<file path="src/include/xbp_pkg.sv">
// Package for the external bus pin block: offsets, fields, reset values, types
package xbp_pkg;
    localparam int ADDR_W = 24;
    localparam int DATA_W = 16;
    localparam int NUM_CS = 6;
    // Register byte offsets
    localparam logic [7:0] OFF_CTRL = 8'h00;
    localparam logic [7:0] OFF_ADDR_AF = 8'h04;
    localparam logic [7:0] OFF_DATA_AF = 8'h08;
    localparam logic [7:0] OFF_CS_POL = 8'h0c;
    localparam logic [7:0] OFF_STATUS = 8'h10;
    // Control fields
    localparam int CTRL_EN_BIT = 0;
    localparam int CTRL_WIDE_BIT = 1;
    // Status fields
    localparam int STAT_BUSY_BIT = 0;
    localparam int STAT_WAIT_BIT = 1;
    // Reset values and AXI response codes
    localparam logic [1:0] CTRL_RST = 2'h0;
    localparam logic [23:0] ADDR_AF_RST = 24'h000000;
    localparam logic [15:0] DATA_AF_RST = 16'h0000;
    localparam logic [5:0] CS_POL_RST = 6'h00;
    localparam logic [1:0] RESP_OKAY = 2'h0;
    localparam logic [1:0] RESP_SLVERR = 2'h2;

    // Processor-side access request
    typedef struct packed {
        logic req;
        logic write;
        logic [23:0] addr;
        logic [15:0] wdata;
        logic [1:0] lanes;
        logic [2:0] cs_sel;
    } xbp_req_t;

    // Bus phase state
    typedef enum logic [2:0] {
        XBP_IDLE = 3'b001,
        XBP_READ = 3'b010,
        XBP_WRITE = 3'b100
    } xbp_phase_t;
endpackage

</file>
<file path="src/hw/xbp_axil_regs.sv">
// AXI4-Lite slave holding the external bus control registers
`timescale 1ns/1ps
module xbp_axil_regs (
    // Clock and reset
    input wire logic aclk,
    input wire logic aresetn,
    // AXI4-Lite write
    input wire logic [7:0] awaddr,
    input wire logic awvalid,
    output logic awready,
    input wire logic [31:0] wdata,
    input wire logic [3:0] wstrb,
    input wire logic wvalid,
    output logic wready,
    output logic [1:0] bresp,
    output logic bvalid,
    input wire logic bready,
    // AXI4-Lite read
    input wire logic [7:0] araddr,
    input wire logic arvalid,
    output logic arready,
    output logic [31:0] rdata,
    output logic [1:0] rresp,
    output logic rvalid,
    input wire logic rready,
    // Register contents and status
    output logic [1:0] ctrl,
    output logic [23:0] addr_af,
    output logic [15:0] data_af,
    output logic [5:0] cs_pol,
    input wire logic [1:0] status
);
    typedef struct packed {
        logic aw_held;
        logic [7:0] aw_addr;
        logic w_held;
        logic [31:0] w_data;
        logic [3:0] w_strb;
        logic bvalid;
        logic [1:0] bresp;
        logic rvalid;
        logic [1:0] rresp;
        logic [31:0] rdata;
        logic [1:0] ctrl;
        logic [23:0] addr_af;
        logic [15:0] data_af;
        logic [5:0] cs_pol;
    } xbp_regs_st_t;

    xbp_regs_st_t st;
    xbp_regs_st_t next_st;
    logic [31:0] merged;
    logic [31:0] cur;

    assign awready = !st.aw_held && !st.bvalid;
    assign wready = !st.w_held && !st.bvalid;
    assign arready = !st.rvalid;
    assign bvalid = st.bvalid;
    assign bresp = st.bresp;
    assign rvalid = st.rvalid;
    assign rresp = st.rresp;
    assign rdata = st.rdata;
    assign ctrl = st.ctrl;
    assign addr_af = st.addr_af;
    assign data_af = st.data_af;
    assign cs_pol = st.cs_pol;

    // Channel capture, register write with byte strobes, read mux
    always_comb begin
        next_st = st;
        cur = 32'h00000000;
        merged = 32'h00000000;
        if (awvalid && awready) begin
            next_st.aw_held = 1'b1;
            next_st.aw_addr = awaddr;
        end
        if (wvalid && wready) begin
            next_st.w_held = 1'b1;
            next_st.w_data = wdata;
            next_st.w_strb = wstrb;
        end
        if (next_st.aw_held && next_st.w_held && !st.bvalid) begin
            case (next_st.aw_addr)
                xbp_pkg::OFF_CTRL: cur = {30'h0, st.ctrl};
                xbp_pkg::OFF_ADDR_AF: cur = {8'h00, st.addr_af};
                xbp_pkg::OFF_DATA_AF: cur = {16'h0000, st.data_af};
                xbp_pkg::OFF_CS_POL: cur = {26'h0, st.cs_pol};
                default: cur = 32'h00000000;
            endcase
            for (int i = 0; i < 4; i++) begin
                merged[i*8 +: 8] = next_st.w_strb[i] ? next_st.w_data[i*8 +: 8] : cur[i*8 +: 8];
            end
            next_st.bresp = xbp_pkg::RESP_OKAY;
            case (next_st.aw_addr)
                xbp_pkg::OFF_CTRL: next_st.ctrl = merged[1:0];
                xbp_pkg::OFF_ADDR_AF: next_st.addr_af = merged[23:0];
                xbp_pkg::OFF_DATA_AF: next_st.data_af = merged[15:0];
                xbp_pkg::OFF_CS_POL: next_st.cs_pol = merged[5:0];
                default: next_st.bresp = xbp_pkg::RESP_SLVERR;
            endcase
            next_st.aw_held = 1'b0;
            next_st.w_held = 1'b0;
            next_st.bvalid = 1'b1;
        end
        if (st.bvalid && bready) begin
            next_st.bvalid = 1'b0;
        end
        if (st.rvalid && rready) begin
            next_st.rvalid = 1'b0;
        end
        if (arvalid && arready) begin
            next_st.rvalid = 1'b1;
            next_st.rresp = xbp_pkg::RESP_OKAY;
            case (araddr)
                xbp_pkg::OFF_CTRL: next_st.rdata = {30'h0, st.ctrl};
                xbp_pkg::OFF_ADDR_AF: next_st.rdata = {8'h00, st.addr_af};
                xbp_pkg::OFF_DATA_AF: next_st.rdata = {16'h0000, st.data_af};
                xbp_pkg::OFF_CS_POL: next_st.rdata = {26'h0, st.cs_pol};
                xbp_pkg::OFF_STATUS: next_st.rdata = {30'h0, status};
                default: begin
                    next_st.rdata = 32'h00000000;
                    next_st.rresp = xbp_pkg::RESP_SLVERR;
                end
            endcase
        end
    end

    // State register
    always_ff @(posedge aclk) begin
        if (!aresetn) begin
            st <= '0;
            st.ctrl <= xbp_pkg::CTRL_RST;
            st.addr_af <= xbp_pkg::ADDR_AF_RST;
            st.data_af <= xbp_pkg::DATA_AF_RST;
            st.cs_pol <= xbp_pkg::CS_POL_RST;
        end else begin
            st <= next_st;
        end
    end
endmodule

</file>
<file path="src/hw/xbp_ext_bus.sv">
// External memory bus pin logic with AXI4-Lite control registers
//
// The AXI4-Lite slave port and the register offsets were left to the implementer.
`timescale 1ns/1ps
module xbp_ext_bus (
    // Clock and reset
    input wire logic aclk,
    input wire logic aresetn,
    // AXI4-Lite write
    input wire logic [7:0] awaddr,
    input wire logic awvalid,
    output logic awready,
    input wire logic [31:0] wdata,
    input wire logic [3:0] wstrb,
    input wire logic wvalid,
    output logic wready,
    output logic [1:0] bresp,
    output logic bvalid,
    input wire logic bready,
    // AXI4-Lite read
    input wire logic [7:0] araddr,
    input wire logic arvalid,
    output logic arready,
    output logic [31:0] rdata,
    output logic [1:0] rresp,
    output logic rvalid,
    input wire logic rready,
    // Processor access port
    input wire xbp_pkg::xbp_req_t cpu_req,
    output logic cpu_stall,
    output logic cpu_done,
    output logic [15:0] cpu_rdata,
    // Internal execution indicator
    input wire logic exec_internal,
    // Address pins
    output logic [23:0] addr_out,
    output logic [23:0] addr_oe,
    // Data pins
    input wire logic [15:0] data_in,
    output logic [15:0] data_out,
    output logic [15:0] data_oe,
    // Strobes, selects and wait
    output logic read_strobe,
    output logic write_strobe,
    output logic [5:0] chip_select_out,
    output logic [5:0] chip_select_oe,
    output logic upper_byte_enable,
    output logic lower_byte_enable,
    input wire logic wait_in
);
    typedef struct packed {
        xbp_pkg::xbp_phase_t phase;
        logic [23:0] addr;
        logic [15:0] wdata;
        logic [1:0] lanes;
        logic [2:0] cs_sel;
        logic done;
        logic [15:0] rdata;
    } xbp_bus_st_t;

    xbp_bus_st_t st;
    xbp_bus_st_t next_st;
    logic [1:0] ctrl;
    logic [23:0] addr_af;
    logic [15:0] data_af;
    logic [5:0] cs_pol;
    logic enabled;
    logic wide;
    logic active;
    logic [1:0] eff_lanes;
    logic [5:0] cs_raw;
    logic [15:0] lane_mask;

    xbp_axil_regs u_regs (
        .aclk(aclk),
        .aresetn(aresetn),
        .awaddr(awaddr),
        .awvalid(awvalid),
        .awready(awready),
        .wdata(wdata),
        .wstrb(wstrb),
        .wvalid(wvalid),
        .wready(wready),
        .bresp(bresp),
        .bvalid(bvalid),
        .bready(bready),
        .araddr(araddr),
        .arvalid(arvalid),
        .arready(arready),
        .rdata(rdata),
        .rresp(rresp),
        .rvalid(rvalid),
        .rready(rready),
        .ctrl(ctrl),
        .addr_af(addr_af),
        .data_af(data_af),
        .cs_pol(cs_pol),
        .status({wait_in, active})
    );

    assign enabled = ctrl[xbp_pkg::CTRL_EN_BIT];
    assign wide = ctrl[xbp_pkg::CTRL_WIDE_BIT];
    assign active = st.phase != xbp_pkg::XBP_IDLE;
    // Narrow mode uses only the low lane
    assign eff_lanes = wide ? cpu_req.lanes : 2'b01;

    // Bus phase sequencing; wait holds the phase
    always_comb begin
        next_st = st;
        next_st.done = 1'b0;
        case (st.phase)
            // A request still up while done shows is the finished one
            xbp_pkg::XBP_IDLE: begin
                if (cpu_req.req && enabled && !exec_internal && !st.done) begin
                    next_st.addr = cpu_req.addr;
                    next_st.wdata = cpu_req.wdata;
                    next_st.lanes = eff_lanes;
                    next_st.cs_sel = cpu_req.cs_sel;
                    next_st.phase = cpu_req.write ? xbp_pkg::XBP_WRITE : xbp_pkg::XBP_READ;
                end
            end
            xbp_pkg::XBP_READ: begin
                if (!wait_in) begin
                    next_st.rdata = data_in & lane_mask;
                    next_st.done = 1'b1;
                    next_st.phase = xbp_pkg::XBP_IDLE;
                end
            end
            xbp_pkg::XBP_WRITE: begin
                if (!wait_in) begin
                    next_st.done = 1'b1;
                    next_st.phase = xbp_pkg::XBP_IDLE;
                end
            end
            default: next_st.phase = xbp_pkg::XBP_IDLE;
        endcase
    end

    // State register
    always_ff @(posedge aclk) begin
        if (!aresetn) begin
            st <= '0;
            st.phase <= xbp_pkg::XBP_IDLE;
        end else begin
            st <= next_st;
        end
    end

    assign lane_mask = {{8{st.lanes[1]}}, {8{st.lanes[0]}}};

    // Processor handshake
    assign cpu_stall = active;
    assign cpu_done = st.done;
    assign cpu_rdata = st.rdata;

    // Address: zero when idle or internal, output only on selected pins
    assign addr_out = (active && !exec_internal) ? st.addr : 24'h000000;
    assign addr_oe = enabled ? addr_af : 24'h000000;

    // Data drivers only during writes on selected active lanes
    assign data_out = st.wdata & lane_mask;
    assign data_oe = (enabled && st.phase == xbp_pkg::XBP_WRITE) ?
        (data_af & lane_mask) : 16'h0000;

    // Strobes, one-hot phase keeps them exclusive
    assign read_strobe = st.phase == xbp_pkg::XBP_READ;
    assign write_strobe = st.phase == xbp_pkg::XBP_WRITE;
    assign upper_byte_enable = active && st.lanes[1];
    assign lower_byte_enable = active && st.lanes[0];

    // Chip select with per-line polarity, 1 in cs_pol means active high
    always_comb begin
        cs_raw = 6'h00;
        if (active && st.cs_sel < 3'(xbp_pkg::NUM_CS)) begin
            cs_raw[st.cs_sel] = 1'b1;
        end
    end
    assign chip_select_out = ~(cs_raw ^ cs_pol);
    assign chip_select_oe = enabled ? 6'h3f : 6'h00;

    // Checks
    property p_excl;
        @(posedge aclk) disable iff (!aresetn) !(read_strobe && write_strobe);
    endproperty
    a_excl: assert property (p_excl) else $error("both strobes high");
    property p_addr_stable;
        @(posedge aclk) disable iff (!aresetn)
            (read_strobe && $past(read_strobe)) |-> $stable(addr_out);
    endproperty
    a_addr_stable: assert property (p_addr_stable) else $error("address moved");
    property p_internal_zero;
        @(posedge aclk) disable iff (!aresetn) exec_internal |-> addr_out == 24'h000000;
    endproperty
    a_internal_zero: assert property (p_internal_zero) else $error("address not zero");
    property p_no_drive_read;
        @(posedge aclk) disable iff (!aresetn) !write_strobe |-> data_oe == 16'h0000;
    endproperty
    a_no_drive_read: assert property (p_no_drive_read) else $error("data driven");
    property p_narrow;
        @(posedge aclk) disable iff (!aresetn)
            !wide && $rose(active) |-> !upper_byte_enable && data_oe[15:8] == 8'h00;
    endproperty
    a_narrow: assert property (p_narrow) else $error("upper lane in 8-bit");
    property p_wait_hold;
        @(posedge aclk) disable iff (!aresetn) (active && wait_in) |=> active && !cpu_done;
    endproperty
    a_wait_hold: assert property (p_wait_hold) else $error("wait ignored");
    property p_read_end;
        @(posedge aclk) disable iff (!aresetn)
            (read_strobe && !wait_in) |=> !read_strobe && cpu_done;
    endproperty
    a_read_end: assert property (p_read_end) else $error("read did not end");
    property p_start;
        @(posedge aclk) disable iff (!aresetn)
            (!active && !cpu_done && cpu_req.req && enabled && !exec_internal && cpu_req.write)
            |=> write_strobe;
    endproperty
    a_start: assert property (p_start) else $error("write not started");
    property p_aoe;
        @(posedge aclk) disable iff (!aresetn) !enabled |-> addr_oe == 24'h000000;
    endproperty
    a_aoe: assert property (p_aoe) else $error("address driven while off");
    c_read: cover property (@(posedge aclk) disable iff (!aresetn) $fell(read_strobe));
    c_write: cover property (@(posedge aclk) disable iff (!aresetn) $fell(write_strobe));
    c_wait: cover property (@(posedge aclk) disable iff (!aresetn) active && wait_in ##1 active);
endmodule

</file>
<file path="config.mk">
export PLATFORM = sky130hd
export DESIGN_NAME = xbp_ext_bus
export DESIGN_NICKNAME = d
export VERILOG_FILES = /design/src/include/xbp_pkg.sv /design/src/hw/xbp_axil_regs.sv /design/src/hw/xbp_ext_bus.sv
export SDC_FILE = /design/constraint.sdc
export NUM_CORES = 1
export LEC_CHECK = 0
export BUFFER_PORTS_ARGS = -buffer_cell sky130_fd_sc_hd__buf_2
export CELL_PAD_IN_SITES_DETAIL_PLACEMENT = 1
export CELL_PAD_IN_SITES_GLOBAL_PLACEMENT = 1
export CORE_MARGIN = 1
export CORE_UTILIZATION = 33
export DETAILED_ROUTE_END_ITERATION = 6
export GPL_ROUTABILITY_DRIVEN = 0
export GPL_TIMING_DRIVEN = 0
export PLACE_DENSITY = 0.81
export SKIP_LAST_GASP = 1
export SLEW_MARGIN = 25
export SYNTH_ARGS = -nofsm -noshare
export SYNTH_HDL_FRONTEND = slang
export SYNTH_SLANG_ARGS = --single-unit
</file>
<file path="constraint.sdc">
create_clock -name aclk -period 2.15 [get_ports aclk]
set_input_delay 0.215 -clock aclk [delete_from_list [all_inputs] [get_ports aclk]]
set_output_delay 0.215 -clock aclk [all_outputs]
set_load 0.05 [all_outputs]
</file>
==> results by group <==
Outcome
  – Status: finished, violations left
  – Failing checks: negative setup slack

Worst setup path
  – Setup crit end kind: flip-flop
  – RR Endpoint: u_regs.addr_af[3]$_SDFFE_PN0P_
  – Worst-path cell chain: or3b_4 > buf_8 > mux2_4 > o2111a_1 > clkbuf_2 > o21ai_0 > a21oi_1
  – Family with the most delay on the worst path: compound AO/OA/AOI/OAI gates
  – CP max-delay cell: or3b_4
  – Worst Setup Start Kind: flip-flop
  – Crit path max fanout: 10
  – Reg2Reg Depth: 7
  – CP peak stage delay: roughly 0.43 ns
  – Worst r2r src: u_regs.bvalid$_SDFFE_PP0P_
  – Critical path type: reg -> reg
  – Worst EP required: 2.45 ns
  – Setup slack on the worst flop-to-flop path: -0.09 ns
  – Critical path depth: 7
  – Critical Path Source: u_regs.bvalid$_SDFFE_PP0P_
  – CP Capture Point: u_regs.addr_af[3]$_SDFFE_PN0P_
  – Worst path bufs/invs: 2
  – CP Data Arrival Time: 2.54 ns

Timing
  – Post-Route Skew: between 0.01 and 0.015 ns
  – Tightest Pin Transition: 0.814 ns
  – Final Cycle Share: 104%
  – Setup ws final: -0.0865 ns
  – RSZ-0062 raised after global routing: yes
  – # setup viols final: 4
  – FMAX: between 0.4 and 0.5 GHz
  – Setup TNS: -0.132 ns
  – Final hold vios: 0
  – Slew margin rel.: between 40% and 50%
  – Final slew viol count: 0
  – Fin crit period: approximately 2.2 ns

Clock tree
  – CTS tree: built
  – TritonCTS buffer count: 17
  – Root Driver: clkbuf_16
  – Clk buf depth: 2
  – Num Clock Sinks: roughly 180
  – Clock slew at reported path FFs: about 0.070 ns
  – Clock Latency Late Sink: around 0.44 ns
  – H-tree Lvls: 4

Cells and area
  – Layout fillers: roughly 3000
  – Final #Nets: between 1000 and 1500
  – Fin util: between 40% and 50%
  – Layout cells sized above 1: between 30 and 40%
  – FF+latch area: around 0.0036 mm^2
  – Area Growth Syn to Fin: 35.2%
  – Area of the multi-input gates: between 0.004 and 0.005 mm^2

Synthesis
  – Syn Area/Cell: approximately 8.1 um^2
  – EDFF count, synth: 0
  – FFs w/ async S/R, synth: 0%
  – Synth area leader: dfxtp_1
  – FF+latch count, synth: between 150 and 200
  – Most frequent cell after synthesis: nand2_1
  – Top_reg_cell synth: dfxtp_1
  – Commonest cells in the synthesized netlist: nand2_1, dfxtp_1, a21oi_1, and2_1, buf_4
  – Most area-consuming cells after synthesis: dfxtp_1, nand2_1, a21oi_1
  – Post-synth top area share: 42.0%
  – Synth Warn #: 0
  – Synth cell types: 59
  – Mapped Cells: around 1100
  – Sequential cell area fraction in the yosys report: between 40% and 50%
  – Mapped Area: 0.00848 mm^2

Floorplanning
  – Core area: between 0.02 and 0.03 mm^2
  – Area of the die: 0.0264 mm^2
  – Initial core utilization: 33.7%
  – Ports: between 200 and 300
  – Die height: approximately 160 um
  – Chip Width: around 160 um
  – Number of cell rows: 58

GRT
  – Pin count of the biggest net entering global routing: 17
  – Antenna violations before repair: 2
  – GR Util All Layers: 24.1%
  – First-pass GRT wire length: 48.7 mm
  – Vias in the first global route: ~9000
  – Global route total overflow: 0

Detailed routing
  – DR top layer: met4
  – Wirelength per Cell: 19.4 um
  – Pre-Repair DR Iteration Count: 5
  – Detail Route Antenna Nets: 0
  – Met2 wire length: between 15 and 20 mm
  – DRC: 0
  – Via Count: roughly 8800
  – Avg Vias per Cell: between 5 and 6
  – 1st-iter DRT viols: between 600 and 700
  – Final WL: 33.2 mm
  – Met1 wire length: roughly 14 mm
  – Met3 routed WL: between 1.5 and 2 mm

Place
  – Dpl ws: -0.448 ns
  – Port bufs: about 260
  – Post-DP HPWL: roughly 24 mm

Job
  – Max-Cap Viols: 0

Min path
  – Type of the most critical hold path: in -> reg

Pwr
  – PwrDens: 683 mW/mm^2
  – Peak supply drop: roughly 420 uV
  – Static leakage: between 5 and 6 nW
## worst min-delay path, cell delays in order
cell and delay (ns):
buf_2 0.10, nand2_1 0.04, a21oi_1 0.05
## cell usage in the layout (no fill, tap or decap), types with 4 or more instances in the layout
master	n
buf_2	255
nand2_1	184
dfxtp_1	172
a21oi_1	122
buf_4	94
and2_1	93
nor2_1	49
nand3_1	44
clkbuf_1	38
o21ai_0	34
a31oi_1	29
a22o_1	24
clkbuf_16	18
nor2b_1	12
and3_1	12
clkbuf_2	11
mux2i_1	11
mux2_4	10
conb_1	10
nand2b_1	9
a22oi_1	9
o21ai_1	8
nand3b_1	7
buf_6	6
mux2_2	5
clkinvlp_4	5
inv_1	4
mux2i_4	4
clkbuf_4	4
buf_1	4
o2bb2ai_1	4
a21o_1	4
nand4_1	4
inv_6	4
dfxtp_2	4
## worst min path at each step
stage                      from  slack (ns)                         end  cells past startpoint
finish               cpu_req[6]        0.01         st[23]$_SDFFE_PN0P_                      3
global route        cpu_req[44]       0.004         st[61]$_SDFFE_PN0P_                      3
CTS                 cpu_req[44]       0.004         st[61]$_SDFFE_PN0P_                      3
detailed placement       rready        0.41  u_regs.rvalid$_SDFFE_PN0P_                      2
global placement         rready        0.40  u_regs.rvalid$_SDFFE_PN0P_                      2
floorplan               wait_in        0.29         cpu_done$_SDFF_PN0_                      1
## cell type report
class                      count  area share (%)
sequential                   178            31.2
tap                          330            3.60
clock inverter                12            1.25
multi-input combinational    749            39.1
antenna                        2          0.0436
timing repair buffer         287            13.9
inverter                       4           0.131
clock buffer                  20            3.98
buffer                       129            6.86
## power by group
group | internal [W] | leakage [nW] | switching (W) | total [W]
Combinational | 0.000425 | 3.32 | 0.000727 | 0.00115
Clock | 0.00180 | 0.278 | 0.00143 | 0.00322
Sequential | 0.00338 | 1.44 | 0.0000745 | 0.00346
Total | 0.00561 | 5.04 | 0.00223 | 0.00783
## per-layer routing
layer  global-route usage (%)  up-vias
li1                         -     4175
met1                     29.4     4202
met2                     42.4      354
met3                     3.62       67
met4                     9.13        0
met5                        0        -
## flip-flops by register name, summed over array words and instances, names as in the netlist
| register | count |
|---|---|
| st | 46 |
| u_regs.st | 37 |
| u_regs.addr_af | 24 |
| u_regs.rdata | 24 |
| cpu_rdata | 16 |
| u_regs.data_af | 16 |
| u_regs.cs_pol | 6 |
| lane_mask | 2 |
| u_regs.ctrl | 2 |
| cpu_done | 1 |
| u_regs.bresp | 1 |
| u_regs.bvalid | 1 |
| u_regs.rresp | 1 |
| u_regs.rvalid | 1 |
## logic make-up after synthesis
logic type                Yosys count  synth area share, %
muxes                              33                 4.65
xor gates and xnor gates            6                0.619
and+or+nand+nor                   442                 25.5
other                               1               0.0442
AOI/OAI and AO/OA                 257                 18.2
DFF                               178                 42.0
buffers and inverters             136                 9.00
## repair_timing
| item | 4_1_cts | 5_1_grt |
|---|---|---|
| setup endpoints to repair | 175 | 114 |
| pin swaps | 2 | 6 |
| endpoints found under the hold margin | 1 | 0 |
| gates resized for setup | 42 | 67 |
| gates cloned | 0 | 3 |
| hold buffers | 1 | 0 |
| setup buffers | 9 | 18 |
## through the flow
step                      total power (W)  cells  hold WS [ns]  cell area, um^2
after global routing              0.00809   1711       0.00450            11500
after CTS                         0.00772   1688       0.00354            11100
after global placement            0.00444   1649         0.402            10200
final                             0.00783   1711        0.0101            11500
after floorplan                   0.00411   1062         0.294             8550
after detailed placement          0.00447   1649         0.414            10300
Power figures use the tool's default switching activity.
